[src/shared/tilpu_defs.svh]
// Constants of the timer, interrupt and low-power unit.
// Assumes inclusion by bare name; definitions only.
`ifndef TILPU_DEFS_SVH
`define TILPU_DEFS_SVH

// Avalon word offsets (byte addresses)
`define TILPU_OFS_CTRL      4'h0
`define TILPU_OFS_COUNT     4'h4
`define TILPU_OFS_CPU       4'h8
`define TILPU_OFS_VECTOR    4'hc

// Control register field positions
`define TILPU_REQ_BIT       7
`define TILPU_MASK_BIT      6
`define TILPU_SRC_BIT       5
`define TILPU_PIN_BIT       4
`define TILPU_PCLR_BIT      3
`define TILPU_SEL_MSB       2

// CPU control word fields (write: one-cycle commands)
`define TILPU_CMD_STOP      0
`define TILPU_CMD_WAIT      1
`define TILPU_CMD_SETI      2
`define TILPU_CMD_CLRI      3
`define TILPU_CMD_ACK       4
`define TILPU_CMD_TRAP      5
`define TILPU_CMD_WAKE      6

// Values
`define TILPU_COUNT_LOAD    8'hf0
`define TILPU_VEC_RESET     16'h1ffe
`define TILPU_VEC_TRAP      16'h1ffc
`define TILPU_VEC_EXT       16'h1ffa
`define TILPU_VEC_TMR       16'h1ff8
`define TILPU_VEC_TMR_WAIT  16'h1ff6

`endif

[src/shared/tilpu_pkg.sv]
// Types of the timer, interrupt and low-power unit.
// Assumes nothing beyond a SystemVerilog compiler.
package tilpu_pkg;
    typedef enum logic [1:0] {
        TILPU_RUN,
        TILPU_WAIT,
        TILPU_STOP
    } tilpu_power_t;
endpackage

[src/tilpu_top.sv]
// Timer with prescaler, interrupt request logic and stop/wait effects.
// Assumes one 10 MHz clock as instruction-cycle clock and an Avalon-MM
// master standing in for the CPU core.
//
// Overview of operation
// - 8-bit down counter fed through prescaler
// - Counter reaching zero sets request flag
// - Timer interrupt needs flag, both masks clear
// - Timer vector 1FF8, 1FF6 in wait
// - Counter keeps counting after zero
// - Counter reads never disturb counting
// - Flag sticks until software clears
// - Write with bit 3 clears prescaler
// - Select code picks divide 1 to 128
// - Mode 00 counts internal clock, also wait
// - Pin enable only gates clock by pin
// - Source select only blocks all counting
// - Both set counts pin falling edges
// - Power-on and stop load F0
// - Stop halts timer, alters flags, mask
// - Wait keeps timer, clears CPU mask
// - External first; then wait, then normal timer vector
// - Reset clears flag, sets mask only
// - Prescaler clear bit reads zero
// - Low external pin interrupts, vector 1FFA
// - Software trap ignores CPU mask, 1FFC
// - Masked requests latched until mask cleared
//
// The Avalon-MM register port and the register addresses were chosen for this implementation.
`timescale 1ns/1ps
`include "tilpu_defs.svh"

module tilpu_top #(
    parameter bit EDGE_ONLY = 1'b0,   // External trigger build option
    parameter int PS_WIDTH  = 7,
    parameter int CNT_WIDTH = 8
) (
    input  wire logic        I_REF_CLK,
    input  wire logic        I_NRST,
    input  wire logic        I_POR_N,
    input  wire logic        I_TIMER_PIN,
    input  wire logic        I_EXT_IRQ_N,
    input  wire logic [3:0]  I_AVS_ADDRESS,
    input  wire logic        I_AVS_READ,
    input  wire logic        I_AVS_WRITE,
    input  wire logic [31:0] I_AVS_WRITEDATA,
    input  wire logic [3:0]  I_AVS_BYTEENABLE,
    output logic      [31:0] O_AVS_READDATA,
    output logic             O_AVS_WAITREQUEST,
    output logic             O_CPU_IRQ,
    output logic      [15:0] O_VECTOR,
    output logic             O_OSC_RUN,
    output logic             O_CORE_CLK_EN
);

    ////////////////////////////////////////////////////////////////////
    // Reset release
    logic [1:0] rst_sync_reg;
    logic       rst_n;
    logic [1:0] por_sync_reg;
    logic       por_n;

    // Two-stage release of external reset
    always_ff @(posedge I_REF_CLK or negedge I_NRST) begin
        if (!I_NRST) begin
            rst_sync_reg <= 2'h0;
        end else begin
            rst_sync_reg <= {rst_sync_reg[0], 1'b1};
        end
    end
    assign rst_n = rst_sync_reg[1] && por_sync_reg[1];  // Power-on resets this domain too

    // Two-stage release of power-on reset
    always_ff @(posedge I_REF_CLK or negedge I_POR_N) begin
        if (!I_POR_N) begin
            por_sync_reg <= 2'h0;
        end else begin
            por_sync_reg <= {por_sync_reg[0], 1'b1};
        end
    end
    assign por_n = por_sync_reg[1];

    ////////////////////////////////////////////////////////////////////
    // Bus decode
    logic wr_ctrl;
    logic wr_count;
    logic wr_cpu;

    assign wr_ctrl  = I_AVS_WRITE && I_AVS_BYTEENABLE[0] && (I_AVS_ADDRESS == `TILPU_OFS_CTRL);
    assign wr_count = I_AVS_WRITE && I_AVS_BYTEENABLE[0] && (I_AVS_ADDRESS == `TILPU_OFS_COUNT);
    assign wr_cpu   = I_AVS_WRITE && I_AVS_BYTEENABLE[0] && (I_AVS_ADDRESS == `TILPU_OFS_CPU);

    // Commands on the CPU control word, one cycle each
    logic cmd_stop;
    logic cmd_wait;
    logic cmd_seti;
    logic cmd_clri;
    logic cmd_ack;
    logic cmd_trap;
    logic cmd_wake;

    assign cmd_stop = wr_cpu && I_AVS_WRITEDATA[`TILPU_CMD_STOP];
    assign cmd_wait = wr_cpu && I_AVS_WRITEDATA[`TILPU_CMD_WAIT];
    assign cmd_seti = wr_cpu && I_AVS_WRITEDATA[`TILPU_CMD_SETI];
    assign cmd_clri = wr_cpu && I_AVS_WRITEDATA[`TILPU_CMD_CLRI];
    assign cmd_ack  = wr_cpu && I_AVS_WRITEDATA[`TILPU_CMD_ACK];
    assign cmd_trap = wr_cpu && I_AVS_WRITEDATA[`TILPU_CMD_TRAP];
    assign cmd_wake = wr_cpu && I_AVS_WRITEDATA[`TILPU_CMD_WAKE];

    ////////////////////////////////////////////////////////////////////
    // Power state
    tilpu_pkg::tilpu_power_t power_reg;
    tilpu_pkg::tilpu_power_t power_next;
    logic                    irq_take;

    // Stop and wait latches
    always_comb begin
        power_next = power_reg;
        case (power_reg)
            tilpu_pkg::TILPU_RUN: begin
                if (cmd_stop) begin
                    power_next = tilpu_pkg::TILPU_STOP;
                end else if (cmd_wait) begin
                    power_next = tilpu_pkg::TILPU_WAIT;
                end
            end
            tilpu_pkg::TILPU_WAIT, tilpu_pkg::TILPU_STOP: begin
                if (irq_take || cmd_wake) begin
                    power_next = tilpu_pkg::TILPU_RUN;
                end
            end
            default: begin
                power_next = tilpu_pkg::TILPU_RUN;
            end
        endcase
    end

    always_ff @(posedge I_REF_CLK or negedge rst_n) begin
        if (!rst_n) begin
            power_reg <= tilpu_pkg::TILPU_RUN;
        end else begin
            power_reg <= power_next;
        end
    end

    logic stopped;
    logic waiting;
    assign stopped = (power_reg == tilpu_pkg::TILPU_STOP);
    assign waiting = (power_reg == tilpu_pkg::TILPU_WAIT);

    assign O_OSC_RUN = !stopped;
    assign O_CORE_CLK_EN = (power_reg == tilpu_pkg::TILPU_RUN);

    ////////////////////////////////////////////////////////////////////
    // Control register
    logic       req_flag_reg;
    logic       req_mask_reg;
    logic       src_sel_reg;
    logic       pin_en_reg;
    logic [2:0] ps_sel_reg;
    logic       zero_hit;

    // zero sets flag; set wins over clear
    // reset and stop touch flag and mask only
    always_ff @(posedge I_REF_CLK or negedge rst_n) begin
        if (!rst_n) begin
            req_flag_reg <= 1'b0;
            req_mask_reg <= 1'b1;
        end else if (cmd_stop) begin
            req_flag_reg <= 1'b0;
            req_mask_reg <= 1'b1;
        end else begin
            if (zero_hit) begin
                req_flag_reg <= 1'b1;
            end else if (wr_ctrl) begin
                req_flag_reg <= I_AVS_WRITEDATA[`TILPU_REQ_BIT];
            end
            if (wr_ctrl) begin
                req_mask_reg <= I_AVS_WRITEDATA[`TILPU_MASK_BIT];
            end
        end
    end

    // Mode and select bits: power-on only, untouched by reset
    always_ff @(posedge I_REF_CLK or negedge por_n) begin
        if (!por_n) begin
            src_sel_reg <= 1'b0;
            pin_en_reg  <= 1'b0;
            ps_sel_reg  <= 3'h0;
        end else if (wr_ctrl) begin
            src_sel_reg <= I_AVS_WRITEDATA[`TILPU_SRC_BIT];
            pin_en_reg  <= I_AVS_WRITEDATA[`TILPU_PIN_BIT];
            ps_sel_reg  <= I_AVS_WRITEDATA[`TILPU_SEL_MSB:0];
        end
    end

    ////////////////////////////////////////////////////////////////////
    // Timer input selection
    logic pin_d_reg;
    logic tick_in;

    // Pin history for falling edges
    always_ff @(posedge I_REF_CLK or negedge rst_n) begin
        if (!rst_n) begin
            pin_d_reg <= 1'b0;
        end else begin
            pin_d_reg <= I_TIMER_PIN;
        end
    end

    always_comb begin
        case ({src_sel_reg, pin_en_reg})
            // internal clock, runs in wait too
            2'h0: tick_in = 1'b1;
            2'h1: tick_in = I_TIMER_PIN;
            2'h2: tick_in = 1'b0;
            2'h3: tick_in = pin_d_reg && !I_TIMER_PIN;
            default: tick_in = 1'b0;
        endcase
        if (stopped) begin
            tick_in = 1'b0;
        end
    end

    ////////////////////////////////////////////////////////////////////
    // Prescaler
    logic [PS_WIDTH-1:0] ps_reg;
    logic [PS_WIDTH:0]   ps_ext;
    logic [PS_WIDTH:0]   tap_hit;
    logic                cnt_tick;

    // cleared by control write with bit 3 and by stop
    always_ff @(posedge I_REF_CLK or negedge por_n) begin
        if (!por_n) begin
            ps_reg <= '0;
        end else if (cmd_stop || (wr_ctrl && I_AVS_WRITEDATA[`TILPU_PCLR_BIT])) begin
            ps_reg <= '0;
        end else if (tick_in) begin
            ps_reg <= ps_reg + 1'b1;
        end
    end

    // tap n fires every 2**n input ticks
    assign ps_ext = {ps_reg, 1'b1};
    genvar gi;
    generate
        for (gi = 0; gi <= PS_WIDTH; gi = gi + 1) begin : g_tap
            assign tap_hit[gi] = &ps_ext[gi:0];
        end
    endgenerate
    assign cnt_tick = tick_in && tap_hit[ps_sel_reg];

    ////////////////////////////////////////////////////////////////////
    // Counter
    logic [CNT_WIDTH-1:0] count_reg;

    always_ff @(posedge I_REF_CLK or negedge por_n) begin
        if (!por_n) begin
            count_reg <= `TILPU_COUNT_LOAD;
        end else if (cmd_stop) begin
            count_reg <= `TILPU_COUNT_LOAD;
        end else if (wr_count) begin
            count_reg <= I_AVS_WRITEDATA[CNT_WIDTH-1:0];
        end else if (cnt_tick) begin
            count_reg <= count_reg - 1'b1;
        end
    end

    assign zero_hit = cnt_tick && !wr_count && !cmd_stop && (count_reg == {{(CNT_WIDTH-1){1'b0}}, 1'b1});

    ////////////////////////////////////////////////////////////////////
    // Interrupt logic
    logic cpu_mask_reg;
    logic ext_latch_reg;
    logic ext_d_reg;
    logic ext_req;
    logic tmr_req;
    logic trap_reg;

    // External edge detector history
    always_ff @(posedge I_REF_CLK or negedge rst_n) begin
        if (!rst_n) begin
            ext_d_reg <= 1'b1;
        end else begin
            ext_d_reg <= I_EXT_IRQ_N;
        end
    end

    always_ff @(posedge I_REF_CLK or negedge rst_n) begin
        if (!rst_n) begin
            ext_latch_reg <= 1'b0;
        end else if (ext_d_reg && !I_EXT_IRQ_N) begin
            ext_latch_reg <= 1'b1;
        end else if (irq_take && ext_req) begin
            ext_latch_reg <= 1'b0;
        end
    end

    // level and edge, or edge only
    assign ext_req = ext_latch_reg || (!EDGE_ONLY && !I_EXT_IRQ_N);
    assign tmr_req = req_flag_reg && !req_mask_reg;
    assign irq_take = !cpu_mask_reg && (ext_req || tmr_req);

    // CPU mask: reset sets, take sets, stop and wait clear
    always_ff @(posedge I_REF_CLK or negedge rst_n) begin
        if (!rst_n) begin
            cpu_mask_reg <= 1'b1;
        end else if (irq_take || cmd_trap || cmd_seti) begin
            cpu_mask_reg <= 1'b1;
        end else if (cmd_stop || cmd_wait || cmd_clri) begin
            cpu_mask_reg <= 1'b0;
        end
    end

    always_ff @(posedge I_REF_CLK or negedge rst_n) begin
        if (!rst_n) begin
            trap_reg <= 1'b0;
        end else if (cmd_trap) begin
            trap_reg <= 1'b1;
        end else if (cmd_ack) begin
            trap_reg <= 1'b0;
        end
    end

    // Vector of the latest take or trap, kept past acknowledge until the next one
    always_ff @(posedge I_REF_CLK or negedge rst_n) begin
        if (!rst_n) begin
            O_VECTOR  <= `TILPU_VEC_RESET;
            O_CPU_IRQ <= 1'b0;
        end else if (irq_take) begin
            O_CPU_IRQ <= 1'b1;
            if (ext_req) begin
                O_VECTOR <= `TILPU_VEC_EXT;
            end else if (waiting) begin
                O_VECTOR <= `TILPU_VEC_TMR_WAIT;
            end else begin
                O_VECTOR <= `TILPU_VEC_TMR;
            end
        end else if (cmd_trap) begin
            O_CPU_IRQ <= 1'b1;
            O_VECTOR  <= `TILPU_VEC_TRAP;
        end else if (cmd_ack) begin
            O_CPU_IRQ <= 1'b0;
        end
    end

    ////////////////////////////////////////////////////////////////////
    // Avalon slave: reads take one wait state, writes none
    logic        rd_done_reg;
    logic [31:0] rd_mux;

    assign O_AVS_WAITREQUEST = I_AVS_READ && !rd_done_reg;

    always_comb begin
        case (I_AVS_ADDRESS)
            `TILPU_OFS_CTRL:   rd_mux = {24'h0, req_flag_reg, req_mask_reg, src_sel_reg,
                                         pin_en_reg, 1'b0, ps_sel_reg};
            `TILPU_OFS_COUNT:  rd_mux = {{(32-CNT_WIDTH){1'b0}}, count_reg};
            `TILPU_OFS_CPU:    rd_mux = {24'h0, 1'b0, trap_reg, O_CPU_IRQ, ext_req,
                                         cpu_mask_reg, stopped, waiting, 1'b0};
            `TILPU_OFS_VECTOR: rd_mux = {16'h0, O_VECTOR};
            default:           rd_mux = 32'h0;
        endcase
    end

    // flop samples the selected register on every clock, not just during a read
    always_ff @(posedge I_REF_CLK or negedge rst_n) begin
        if (!rst_n) begin
            rd_done_reg    <= 1'b0;
            O_AVS_READDATA <= 32'h0;
        end else begin
            rd_done_reg    <= I_AVS_READ && !rd_done_reg;
            O_AVS_READDATA <= rd_mux;
        end
    end

endmodule

[config.mk]
export PLATFORM = sky130hd
export DESIGN_NAME = tilpu_top
export DESIGN_NICKNAME = d
export VERILOG_FILES = /design/src/shared/tilpu_pkg.sv /design/src/tilpu_top.sv
export VERILOG_INCLUDE_DIRS = /design/src /design/src/shared
export SDC_FILE = /design/constraint.sdc
export NUM_CORES = 1
export LEC_CHECK = 0
export BUFFER_PORTS_ARGS = -buffer_cell sky130_fd_sc_hd__buf_2
export CAP_MARGIN = 20
export CORE_UTILIZATION = 50
export DETAILED_ROUTE_END_ITERATION = 10
export GPL_TIMING_DRIVEN = 0
export PLACE_DENSITY = 0.8
export SETUP_SLACK_MARGIN = 0.5
export SLEW_MARGIN = 20
export SYNTH_ARGS = -nofsm -noshare
export SYNTH_HDL_FRONTEND = slang
export SYNTH_SLANG_ARGS = --single-unit
[constraint.sdc]
create_clock -name I_REF_CLK -period 2.15 [get_ports I_REF_CLK]
set_clock_uncertainty 0.15 [all_clocks]
set_input_delay 0.3225 -clock I_REF_CLK [delete_from_list [all_inputs] [get_ports I_REF_CLK]]
set_output_delay 0.3225 -clock I_REF_CLK [all_outputs]
set_load 0.005 [all_outputs]
==> out/qor.yml, run 1 <==
status: "finished, violations left"
failed_checks: "negative setup slack"
dr.pass1.iters: 4
critPathMaxStageDelay_ns: 0.42
seq_area_sq_mm: 0.00119
worstMarginPinSlew_ns: 0.549
setup_ws_ns: -0.0300
start_util_pct: 52.7
drive_above_1_share_pct: 44.0
rsz0062_at_grt: "true"
power.density_mw_per_mm2: 1010
gp_congestion: 0.902
p_total_uw: 3700
grt_overflow_total: 0
drtIter0Drc: 266
grtUsageMet3_pct: 3.57
grt_pass1_wl_mm: 9.81
io_pins: 99
detail_route.wl_per_cell_um: 15.4
grt_use_met2_pct: 38.7
path_max_fanout: 3
cts_buffers: 5
max-slew-margin-rel_pct: 63.4
holdCritPathClass: "flip-flop to async pin"
start_kind: "flip-flop"
period_needed_ns: 2.18
clock-sinks: 47
cts_max_path_buffers: 2
grtUsageMet1_pct: 30.3
vdd_drop_max_mv: 0.484
ant_nets: 0
cts_tree: "yes"
max_freq_ghz: 0.459
grt_antenna_before_repair: 0
cp-end-kind: "flip-flop"
hpwl_mm: 4.29
die_h_um: 75.8
synth_seq_area_share_pct: 43.6
multi_input_area_sq_mm: 0.00151
syn_inst: 279
worstSetupPathType: "flip-flop to flip-flop"
nNetsFinal: 438
die_w_um: 75.8
maxCapViolCount: 0
cts_htree_levels: 2
insertion_delay_ns: 0.31
syn_area_per_cell_sq_um: 9.77
synth_enable_flop_cells: 0
ys_ff_latch: 47
ys_types: 48
track_usage_pct: 23.3
cp.required_ns: 2.24
dieArea_sq_mm: 0.00575
hold_ws_ns: 0.0738
mappedNetlistArea_sq_mm: 0.00273
hold_viol: 0
largest_reg_flops: 9
num-fill-cells: 369
cp_top_family: "simple AND/OR/NAND/NOR gates"
grt_max_degree: 24
drc: 0
fin_util_pct: 71.1
async_flop_share_pct: 100
routed_wl_mm: 6.98
portBuffers: 39
routed_via_density: 5.31
num_vias: 2411
finalMaxSlewViolations: 0
dp_slack_ns: -0.176
fin_crit_sh_pct: 101
ys_warn_count: 0
r2r-start: "ps_reg[1]"
setup_viol: 3
grt_pass1_vias: 2040
crit_start: "ps_reg[1]"
num_antenna_cells: 0
path_cells: "ha_4 > buf_4 > ha_4 > mux2i_1 > a31o_2 > nor4_4 > mux2i_1 > nor3_1"
cts-root-buf: "clkbuf_8"
synth_flop_cell: "dfrtp_1"
core_sq_mm: 0.00517
arrival_ns: 2.27
area.growth.synth_to_final_pct: 34.8
path_clk_slew_ns: 0.10
rows: 26
gr-max-usage-layer: "met2"
path_buf_inv: 1
cpMaxStageDelayCell: "dfrtp_1"
p_leak_uw: 0.00177
## stage by stage
step	std cells	TNS (ns)	instance area, sq um
6_report	454	-0.0597	3680
5_1_grt	454	-0.242	3680
3_5_place_dp	420	-0.968	3130
3_3_place_gp	420	-0.689	3130
2_1_floorplan	311	0	2850
4_1_cts	447	0	3530
## report_power, final
part	switching (uW)	total [uW]	internal [uW]	leakage [uW]
combinational	790	1640	852	0.00116
sequential	327	1500	1170	0.000567
clock	321	554	233	0.0000408
## metal layers
layer	wire length (um)	part of all wire, %	vias to the layer above
met5	0	0	-
met4	268	3.8	0
met3	568	8.1	28
met2	3430	49	127
met1	2710	39	1143
li1	-	-	1113
## Yosys cell counts (all sizes together) (2+ instances only)
library cell  count  area [sq um]
nor3             13          70.1
nor4              6          67.6
and3              2          12.5
a211oi            3          22.5
o22ai             3          18.8
conb              2          7.51
clkbuf            8          30.0
nand2b            2          12.5
a22oi             2          15.0
mux4              2          48.8
a31oi             2          12.5
xnor2             6          52.6
nand2            22          82.6
mux2              9           105
a21o              2          15.0
ha                8           100
mux2i             5          50.1
a21oi             9          45.0
or3               4          25.0
a31o              2          17.5
dfstp            10           263
o21ai            11          55.1
a211o             2          18.8
nor2             20          75.1
and2              3          18.8
o311a             2          20.0
dfrtp            37           926
nand3             9          45.0
nand4             4          25.0
a21boi            2          15.0
inv              12          45.0
buf              38           283
nor2b             8          50.1
## cell usage in the layout, fill, tap and decap left out, drive strengths merged, types with 4 or more instances in the layout
cell type and n:
a21oi 9, dlygate4sd3 4, xnor2 6, nand3 9, o21ai 11, or3 4, nand2 22, clkbuf 12
nor3 13, ha 8, conb 34, mux2 9, nor2 20, dfrtp 37, mux2i 5, dfstp 10
nand4 4, nor2b 8, buf 99, nor4 6, inv 13
## final timing paths
check	end	slack, ns	cells past startpoint
worst max register to register	count_reg[6]	-0.03	8
worst max-delay path	count_reg[6]	-0.03	8
worst min register to register	count_reg[1]	0.07	0
worst min-delay path	count_reg[1]	0.07	0
max in group asynchronous	O_VECTOR[3]	0.81	1
min in group I_REF_CLK	ext_latch_reg	0.08	2
## logic make-up (layout without fill, tap and decap cells)
| family | Yosys count | count (layout) | synth area share (%) |
|---|---|---|---|
| AND/OR/NAND/NOR | 98 | 98 | 19.3 |
| buffers and inverters | 58 | 131 | 13.1 |
| flip-flops | 47 | 47 | 43.6 |
| AO/OA/AOI/OAI | 44 | 44 | 10.6 |
| multiplexers | 16 | 16 | 7.48 |
| adder cells (fa/ha/maj) | 8 | 8 | 3.67 |
| XOR/XNOR | 6 | 6 | 1.93 |
| other | 2 | 34 | 0.275 |
## area by class of cell
cell class                 instances  share of cell area, %
multi-input combinational        206                   41.2
sequential                        47                   32.4
timing repair buffer              65                   11.4
buffer                            46                   8.85
tap                               70                   2.38
clock buffer                       5                   1.87
inverter                          12                   1.29
clock inverter                     3                  0.647
## repair_timing
item,4_1_cts,5_1_grt
hold endpoints to repair,6,0
gates cloned,1,0
setup endpoints to repair,45,28
buffers inserted,14,7
resized for setup,35,27
hold buffers,4,0
pin swaps,17,4
Note: power is estimated with default switching activity, not from simulation.
==> inputs of run 2 (changes only) <==
--- a/config.mk
+++ b/config.mk
@@ -7,10 +7,10 @@
 export NUM_CORES = 1
 export LEC_CHECK = 0
 export BUFFER_PORTS_ARGS = -buffer_cell sky130_fd_sc_hd__buf_2
-export CAP_MARGIN = 20
 export CORE_UTILIZATION = 50
 export DETAILED_ROUTE_END_ITERATION = 10
 export GPL_TIMING_DRIVEN = 0
+export HOLD_SLACK_MARGIN = 0.1
 export PLACE_DENSITY = 0.8
 export SETUP_SLACK_MARGIN = 0.5
 export SLEW_MARGIN = 20
==> run 2 against run 1 <==
The flow still finishes with violations (negative setup slack). Utilization up 0.24 points. Non-clock buffer count increased by 1. Hold slack improved by 0.038 ns. Setup slack worse by 0.0099 ns. Flip-flop and latch count unchanged. Global-route usage rose by 0.14 points. Wire length increased by 1.6%. Cell area up 0.34%. Combinational power hardly changed. Critical path type unchanged.
==> out/qor.yml, run 2 (synthesis gave the netlist of run 1 again) <==
finalNonFillerCells: 455  # +0.22%
multi_input_area_sq_mm: 0.00151  # unchanged
worstSetupPathType: "flip-flop to flip-flop"
clock-sinks: 47  # unchanged
max-slew-margin-rel_pct: 48.4  # -15 points
core_sq_mm: 0.00517  # unchanged
nNetsFinal: 439  # +0.23%
setup_ws_ns: -0.0399  # -0.00990 ns
setup_viol: 3  # unchanged
r2r-start: "ps_reg[1]"
rows: 26  # unchanged
drtIter0Drc: 248  # -6.8%
gp_congestion: 0.902  # unchanged
maxCapViolCount: 0  # unchanged
ant_nets: 0  # unchanged
die_w_um: 75.8  # unchanged
seq_area_sq_mm: 0.00119  # unchanged
final_common_cell: "buf_4"
detail_route.wl_per_cell_um: 15.6  # +1.4%
routed_via_density: 5.37  # +1.1%
cts_max_path_buffers: 2  # unchanged
status: "finished, violations left"
path_cells: "ha_4 > buf_4 > ha_4 > mux2i_1 > a31o_2 > nor4_4 > mux2i_1 > nor3_1"
grt_overflow_total: 0  # unchanged
grt_pass1_wl_mm: 9.87  # +0.63%
critPathMaxStageDelay_ns: 0.42  # about the same
cts_buffers: 5  # unchanged
drc: 0  # unchanged
dp.cells: 420  # unchanged
path_clk_slew_ns: 0.10  # about the same
grt_max_degree: 24  # unchanged
io_pins: 99  # unchanged
final_cell_mix: "52 x buf_4, 40 x buf_2, 36 x dfrtp_1"
r2r_slack_ns: -0.04  # about the same
reg2regPathDepth: 8  # unchanged
failed_checks: "negative setup slack"
cts-root-buf: "clkbuf_8"
period_needed_ns: 2.19  # +0.00990 ns
hpwl_mm: 4.29  # unchanged
vdd_drop_max_mv: 0.465  # -3.8%
num-fill-cells: 368  # -0.27%
largest_reg_flops: 9  # unchanged
drive_above_1_share_pct: 43.9  # -0.11 points
cts_tree: "yes"
grt_antenna_before_repair: 0  # unchanged
dieArea_sq_mm: 0.00575  # unchanged
grt_pass1_vias: 2054  # +0.69%
hold_end: "req_mask_reg"
insertion_delay_ns: 0.31  # about the same
hold_viol: 0  # unchanged
finalMaxSlewViolations: 0  # unchanged
fin_crit_sh_pct: 102  # +0.46 points
num_antenna_cells: 0  # unchanged
path_buf_inv: 1  # unchanged
cpMaxStageDelayCell: "dfrtp_1"
p_leak_uw: 0.00178  # +0.74%
worstMarginPinSlew_ns: 0.773  # +0.224 ns
cts_htree_levels: 2  # unchanged
die_h_um: 75.8  # unchanged
area.growth.synth_to_final_pct: 35.3
cp-end-kind: "flip-flop"
holdCritPathClass: "primary input to flip-flop"
start_kind: "flip-flop"
portBuffers: 39  # unchanged
cp_top_family: "simple AND/OR/NAND/NOR gates"
fin_tns_setup_ns: -0.0805  # -0.0208 ns
min_path_cells: 3
timing.rr.end: "count_reg[4]"
rsz0062_at_grt: "true"
arrival_ns: 2.28  # about the same
start_util_pct: 52.7  # unchanged
power.density_mw_per_mm2: 1000  # -0.15%
track_usage_pct: 23.4  # +0.14 points
dr.pass1.iters: 5  # +1
num_vias: 2442  # +1.3%
cp.required_ns: 2.24  # about the same
path_max_fanout: 3  # unchanged
min-delay-start: "I_AVS_WRITEDATA[6]"
max_freq_ghz: 0.457  # -0.45%
routed_wl_mm: 7.09  # +1.6%
run 2: worst max path at each step:
stage               from           end  slack, ns  depth (start not counted)
2_1_floorplan  ps_reg[0]  count_reg[7]       0.06                          9
3_3_place_gp   ps_reg[0]  count_reg[7]      -0.16                          9
3_5_place_dp   ps_reg[0]  count_reg[7]      -0.18                          9
4_1_cts        ps_reg[1]  count_reg[7]        0.1                         10
5_1_grt        ps_reg[1]  count_reg[4]      -0.09                          8
6_report       ps_reg[1]  count_reg[4]      -0.04                          8
run 2: repair_timing:
action,4_1_cts,5_1_grt
buffers inserted,14,7
pin swaps,17,4
resized for setup,35,28
hold buffers,5,0
hold endpoints to repair,23,0
endpoints found under the setup margin,45,45
cloned,1,0
run 2: metrics by stage:
| stage | power [uW] | instance area, sq um | hold WS [ns] | setup WS (ns) | util (%) |
|---|---|---|---|---|---|
| after floorplan | 2290 | 2850 | -0.123 | 0.0626 | - |
| after global placement | 2560 | 3130 | -0.0423 | -0.163 | 60.5 |
| after detailed placement | 2620 | 3130 | -0.0407 | -0.176 | 60.5 |
| after CTS | 3450 | 3540 | 0.119 | 0.0986 | 68.5 |
| after global routing | 3910 | 3690 | 0.128 | -0.0872 | 71.3 |
| final | 3700 | 3690 | 0.112 | -0.0399 | 71.3 |
run 2: report_power, final:
part	internal, uW	switching (uW)	total (uW)
logic	853	798	1650
registers	1170	321	1490
clock network	233	324	557
total	2260	1440	3700
run 2: worst min-delay path, delay by kind of cell:
family | cells | cell delay (ns)
AND/OR/NAND/NOR | 2 | 0.13
buffers and inverters | 1 | 0.12
run 2: final cells by class:
cell class              instances  share of cell area [%]
plain buffers                  46                    8.82
clock buffers                   5                    1.87
clock inverters                 3                   0.645
inverters                      12                    1.29
multi-input cells             206                    41.0
flip-flops and latches         47                    32.3
well taps                      70                    2.37
repair buffers                 66                    11.7
run 2: metal layers:
layer / part of all wire [%] / track usage (%) / vias to the layer above
li1: - / - / 1117
met1: 38 / 30.3 / 1138
met2: 50 / 39.5 / 155
met3: 8.4 / 3.44 / 32
met4: 3.6 / 9.47 / 0
met5: 0 / 0 / -
==> inputs of run 3 (changes only) <==
--- a/config.mk
+++ b/config.mk
@@ -7,11 +7,11 @@
 export NUM_CORES = 1
 export LEC_CHECK = 0
 export BUFFER_PORTS_ARGS = -buffer_cell sky130_fd_sc_hd__buf_2
-export CORE_UTILIZATION = 50
+export CORE_UTILIZATION = 45
 export DETAILED_ROUTE_END_ITERATION = 10
 export GPL_TIMING_DRIVEN = 0
 export HOLD_SLACK_MARGIN = 0.1
-export PLACE_DENSITY = 0.8
+export PLACE_DENSITY = 0.76
 export SETUP_SLACK_MARGIN = 0.5
 export SLEW_MARGIN = 20
 export SYNTH_ARGS = -nofsm -noshare
==> constraint.sdc (replaced) <==
create_clock -name I_REF_CLK -period 1.9 [get_ports I_REF_CLK]
set_clock_uncertainty 0.15 [all_clocks]
set_input_delay 0.285 -clock I_REF_CLK [delete_from_list [all_inputs] [get_ports I_REF_CLK]]
set_output_delay 0.285 -clock I_REF_CLK [all_outputs]
set_load 0.005 [all_outputs]
==> run 3 against run 2 <==
The flow still finishes with violations (negative setup slack). Combinational power rose by 33%. Sequential share of layout area fell by 2.8 points. Hold slack got worse by 0.034 ns. Non-clock buffer count rose by 16. Register-to-register slack got worse by 0.18 ns. Global-route usage fell by 0.83 points. Via count rose by 0.53%. Clock power rose by 8.8%. Final cell count rose by 4.0%. Largest power group unchanged.
==> out/qor.yml, run 3 (synthesis gave the netlist of run 1 again) <==
start_util_pct: 48.0  # -4.7 points
failed_checks: "negative setup slack"
period_needed_ns: 2.12  # -0.0692 ns
holdCritPathClass: "flip-flop to async pin"
portBuffers: 39  # unchanged
r2r-start: "ps_reg[1]"
setup_viol: 10  # +7
dr.pass1.iters: 5  # unchanged
vdd_drop_max_mv: 0.625  # +34%
crit_cells: 11  # +3
track_usage_pct: 22.6  # -0.83 points
p_leak_uw: 0.00193  # +8.4%
worstSetupPathType: "flip-flop to flip-flop"
num_vias: 2455  # +0.53%
area.growth.synth_to_final_pct: 48.5
dp.cells: 422  # +0.48%
seq_area_sq_mm: 0.00119  # +0.11%
routed_via_density: 5.19  # -3.3%
hold_viol: 0  # unchanged
cts_max_path_buffers: 2  # unchanged
grt_pass1_vias: 2334  # +14%
path_clk_slew_ns: 0.09  # about the same
path_max_fanout: 3  # unchanged
cp-endpoint: "count_reg[6]"
arrival_ns: 2.19  # -0.09 ns
p_total_uw: 4470  # +21%
io_pins: 99  # unchanged
finalNonFillerCells: 473  # +4.0%
path_buf_inv: 3  # +2
final_cell_mix: "55 x buf_4, 35 x dfrtp_1, 34 x conb_1"
crit_start: "ps_reg[1]"
worstMarginPinSlew_ns: 0.585  # -0.188 ns
rsz0062_at_grt: "true"
routed_wl_mm: 7.43  # +4.8%
cts_htree_levels: 2  # unchanged
multi_input_area_sq_mm: 0.00162  # +7.2%
hpwl_mm: 4.51  # +5.2%
gp_congestion: 0.884  # -2.0%
fin_crit_sh_pct: 112  # +9.8 points
dieArea_sq_mm: 0.00637  # +11%
r2r_slack_ns: -0.22  # -0.18 ns
dp_slack_ns: -0.471  # -0.295 ns
rows: 27  # +3.8%
die_h_um: 79.8  # +5.3%
largest_reg_flops: 9  # unchanged
ant_nets: 0  # unchanged
num-fill-cells: 407  # +11%
grt_pass1_wl_mm: 11.0  # +11%
critPathMaxStageDelay_ns: 0.41  # about the same
clock-sinks: 47  # unchanged
cpMaxStageDelayCell: "dfrtp_1"
reg2regPathDepth: 11  # +3
num_antenna_cells: 0  # unchanged
nNetsFinal: 455  # +3.6%
power.density_mw_per_mm2: 1100  # +10%
cp-end-kind: "flip-flop"
cp_top_family: "simple AND/OR/NAND/NOR gates"
path_cells: "ha_4 > nand3_4 > inv_4 > ha_4 > nand3b_1 > o311a_4 > buf_4 > nor4_4 > buf_4 > mux2i_1 > nor3_1"
drtIter0Drc: 218  # -12%
grt_antenna_before_repair: 0  # unchanged
die_w_um: 79.8  # +5.3%
insertion_delay_ns: 0.31  # about the same
detail_route.wl_per_cell_um: 15.7  # +0.83%
drive_above_1_share_pct: 50.6  # +6.7 points
core_sq_mm: 0.00568  # +9.7%
maxCapViolCount: 0  # unchanged
cp.required_ns: 1.97  # -0.27 ns
cts-root-buf: "clkbuf_8"
drc: 0  # unchanged
grt_overflow_total: 0  # unchanged
start_kind: "flip-flop"
finalMaxSlewViolations: 0  # unchanged
grt_max_degree: 24  # unchanged
final_common_cell: "buf_4"
cts_buffers: 5  # unchanged
max-slew-margin-rel_pct: 61.0  # +13 points
max_freq_ghz: 0.472  # +3.3%
timing.rr.end: "count_reg[6]"
status: "finished, violations left"
setup_ws_ns: -0.221  # -0.181 ns
cts_tree: "yes"
run 3: changes by cell type in the layout (fill, tap and decap cells not counted), sizes merged:
cell / change
buf: +16
clkinv: +3
inv: -1
dlymetal6s4s: -1
dlygate4sd3: +2
clkinvlp: -2
dlygate4sd2: -1
run 3: power by group:
part | internal (uW) | total (uW) | switching, uW | leakage (uW)
combinational | 1200 | 2200 | 998 | 0.00132
sequential | 1330 | 1670 | 341 | 0.000565
clock | 253 | 606 | 354 | 0.0000477
total | 2780 | 4470 | 1690 | 0.00193
run 3: cell type report:
cell class | count | area share, %
clock inverter | 3 | 0.371
inverter | 12 | 1.24
multi-input combinational | 206 | 40.1
tap | 72 | 2.23
clock buffer | 5 | 1.70
timing repair buffer | 82 | 16.1
sequential | 47 | 29.4
buffer | 46 | 8.84
run 3: worst min-delay path by stage:
stage                            to  slack, ns  cells past startpoint
floorplan           por_sync_reg[0]      -0.16                      0
global route           cpu_mask_reg       0.12                      2
detailed placement  rst_sync_reg[0]      -0.08                      1
CTS                    cpu_mask_reg       0.10                      2
global placement    rst_sync_reg[0]      -0.08                      1
finish                    ps_reg[1]       0.08                      0
run 3: through the flow:
| step | hold WS (ns) | setup TNS, ns | area (sq um) | utilization [%] |
|---|---|---|---|---|
| 6_report | 0.0788 | -1.73 | 4050 | 71.3 |
| 5_1_grt | 0.118 | -2.58 | 4050 | 71.3 |
| 4_1_cts | 0.104 | -0.906 | 3800 | 67.0 |
| 3_5_place_dp | -0.0788 | -3.50 | 3200 | 56.3 |
| 3_3_place_gp | -0.0801 | -2.70 | 3200 | 56.3 |
| 2_1_floorplan | -0.161 | -0.568 | 2910 | - |
run 3: worst reg2reg max path: stages (launching register included):
cell,delay [ns]
dfrtp_1,0.41
ha_4,0.18
nand3_4,0.10
inv_4,0.08
ha_4,0.11
nand3b_1,0.10
o311a_4,0.16
buf_4,0.14
nor4_4,0.12
buf_4,0.19
mux2i_1,0.08
nor3_1,0.21
run 3: what timing repair did:
action / 4_1_cts / 5_1_grt
setup buffers: 27 / 10
endpoints found under the hold margin: 9 / 0
setup endpoints to repair: 63 / 56
gates resized for setup: 54 / 41
hold buffers: 6 / 0
pin swaps: 18 / 11
run 3: metal layers:
metal | wire, um | vias up | track usage (%)
met2 | 3770 | 105 | 38.9
li1 | - | 1141 | -
met4 | 126 | 0 | 8.21
met5 | 0 | - | 0
met1 | 3070 | 1200 | 28.2
met3 | 465 | 9 | 4.00
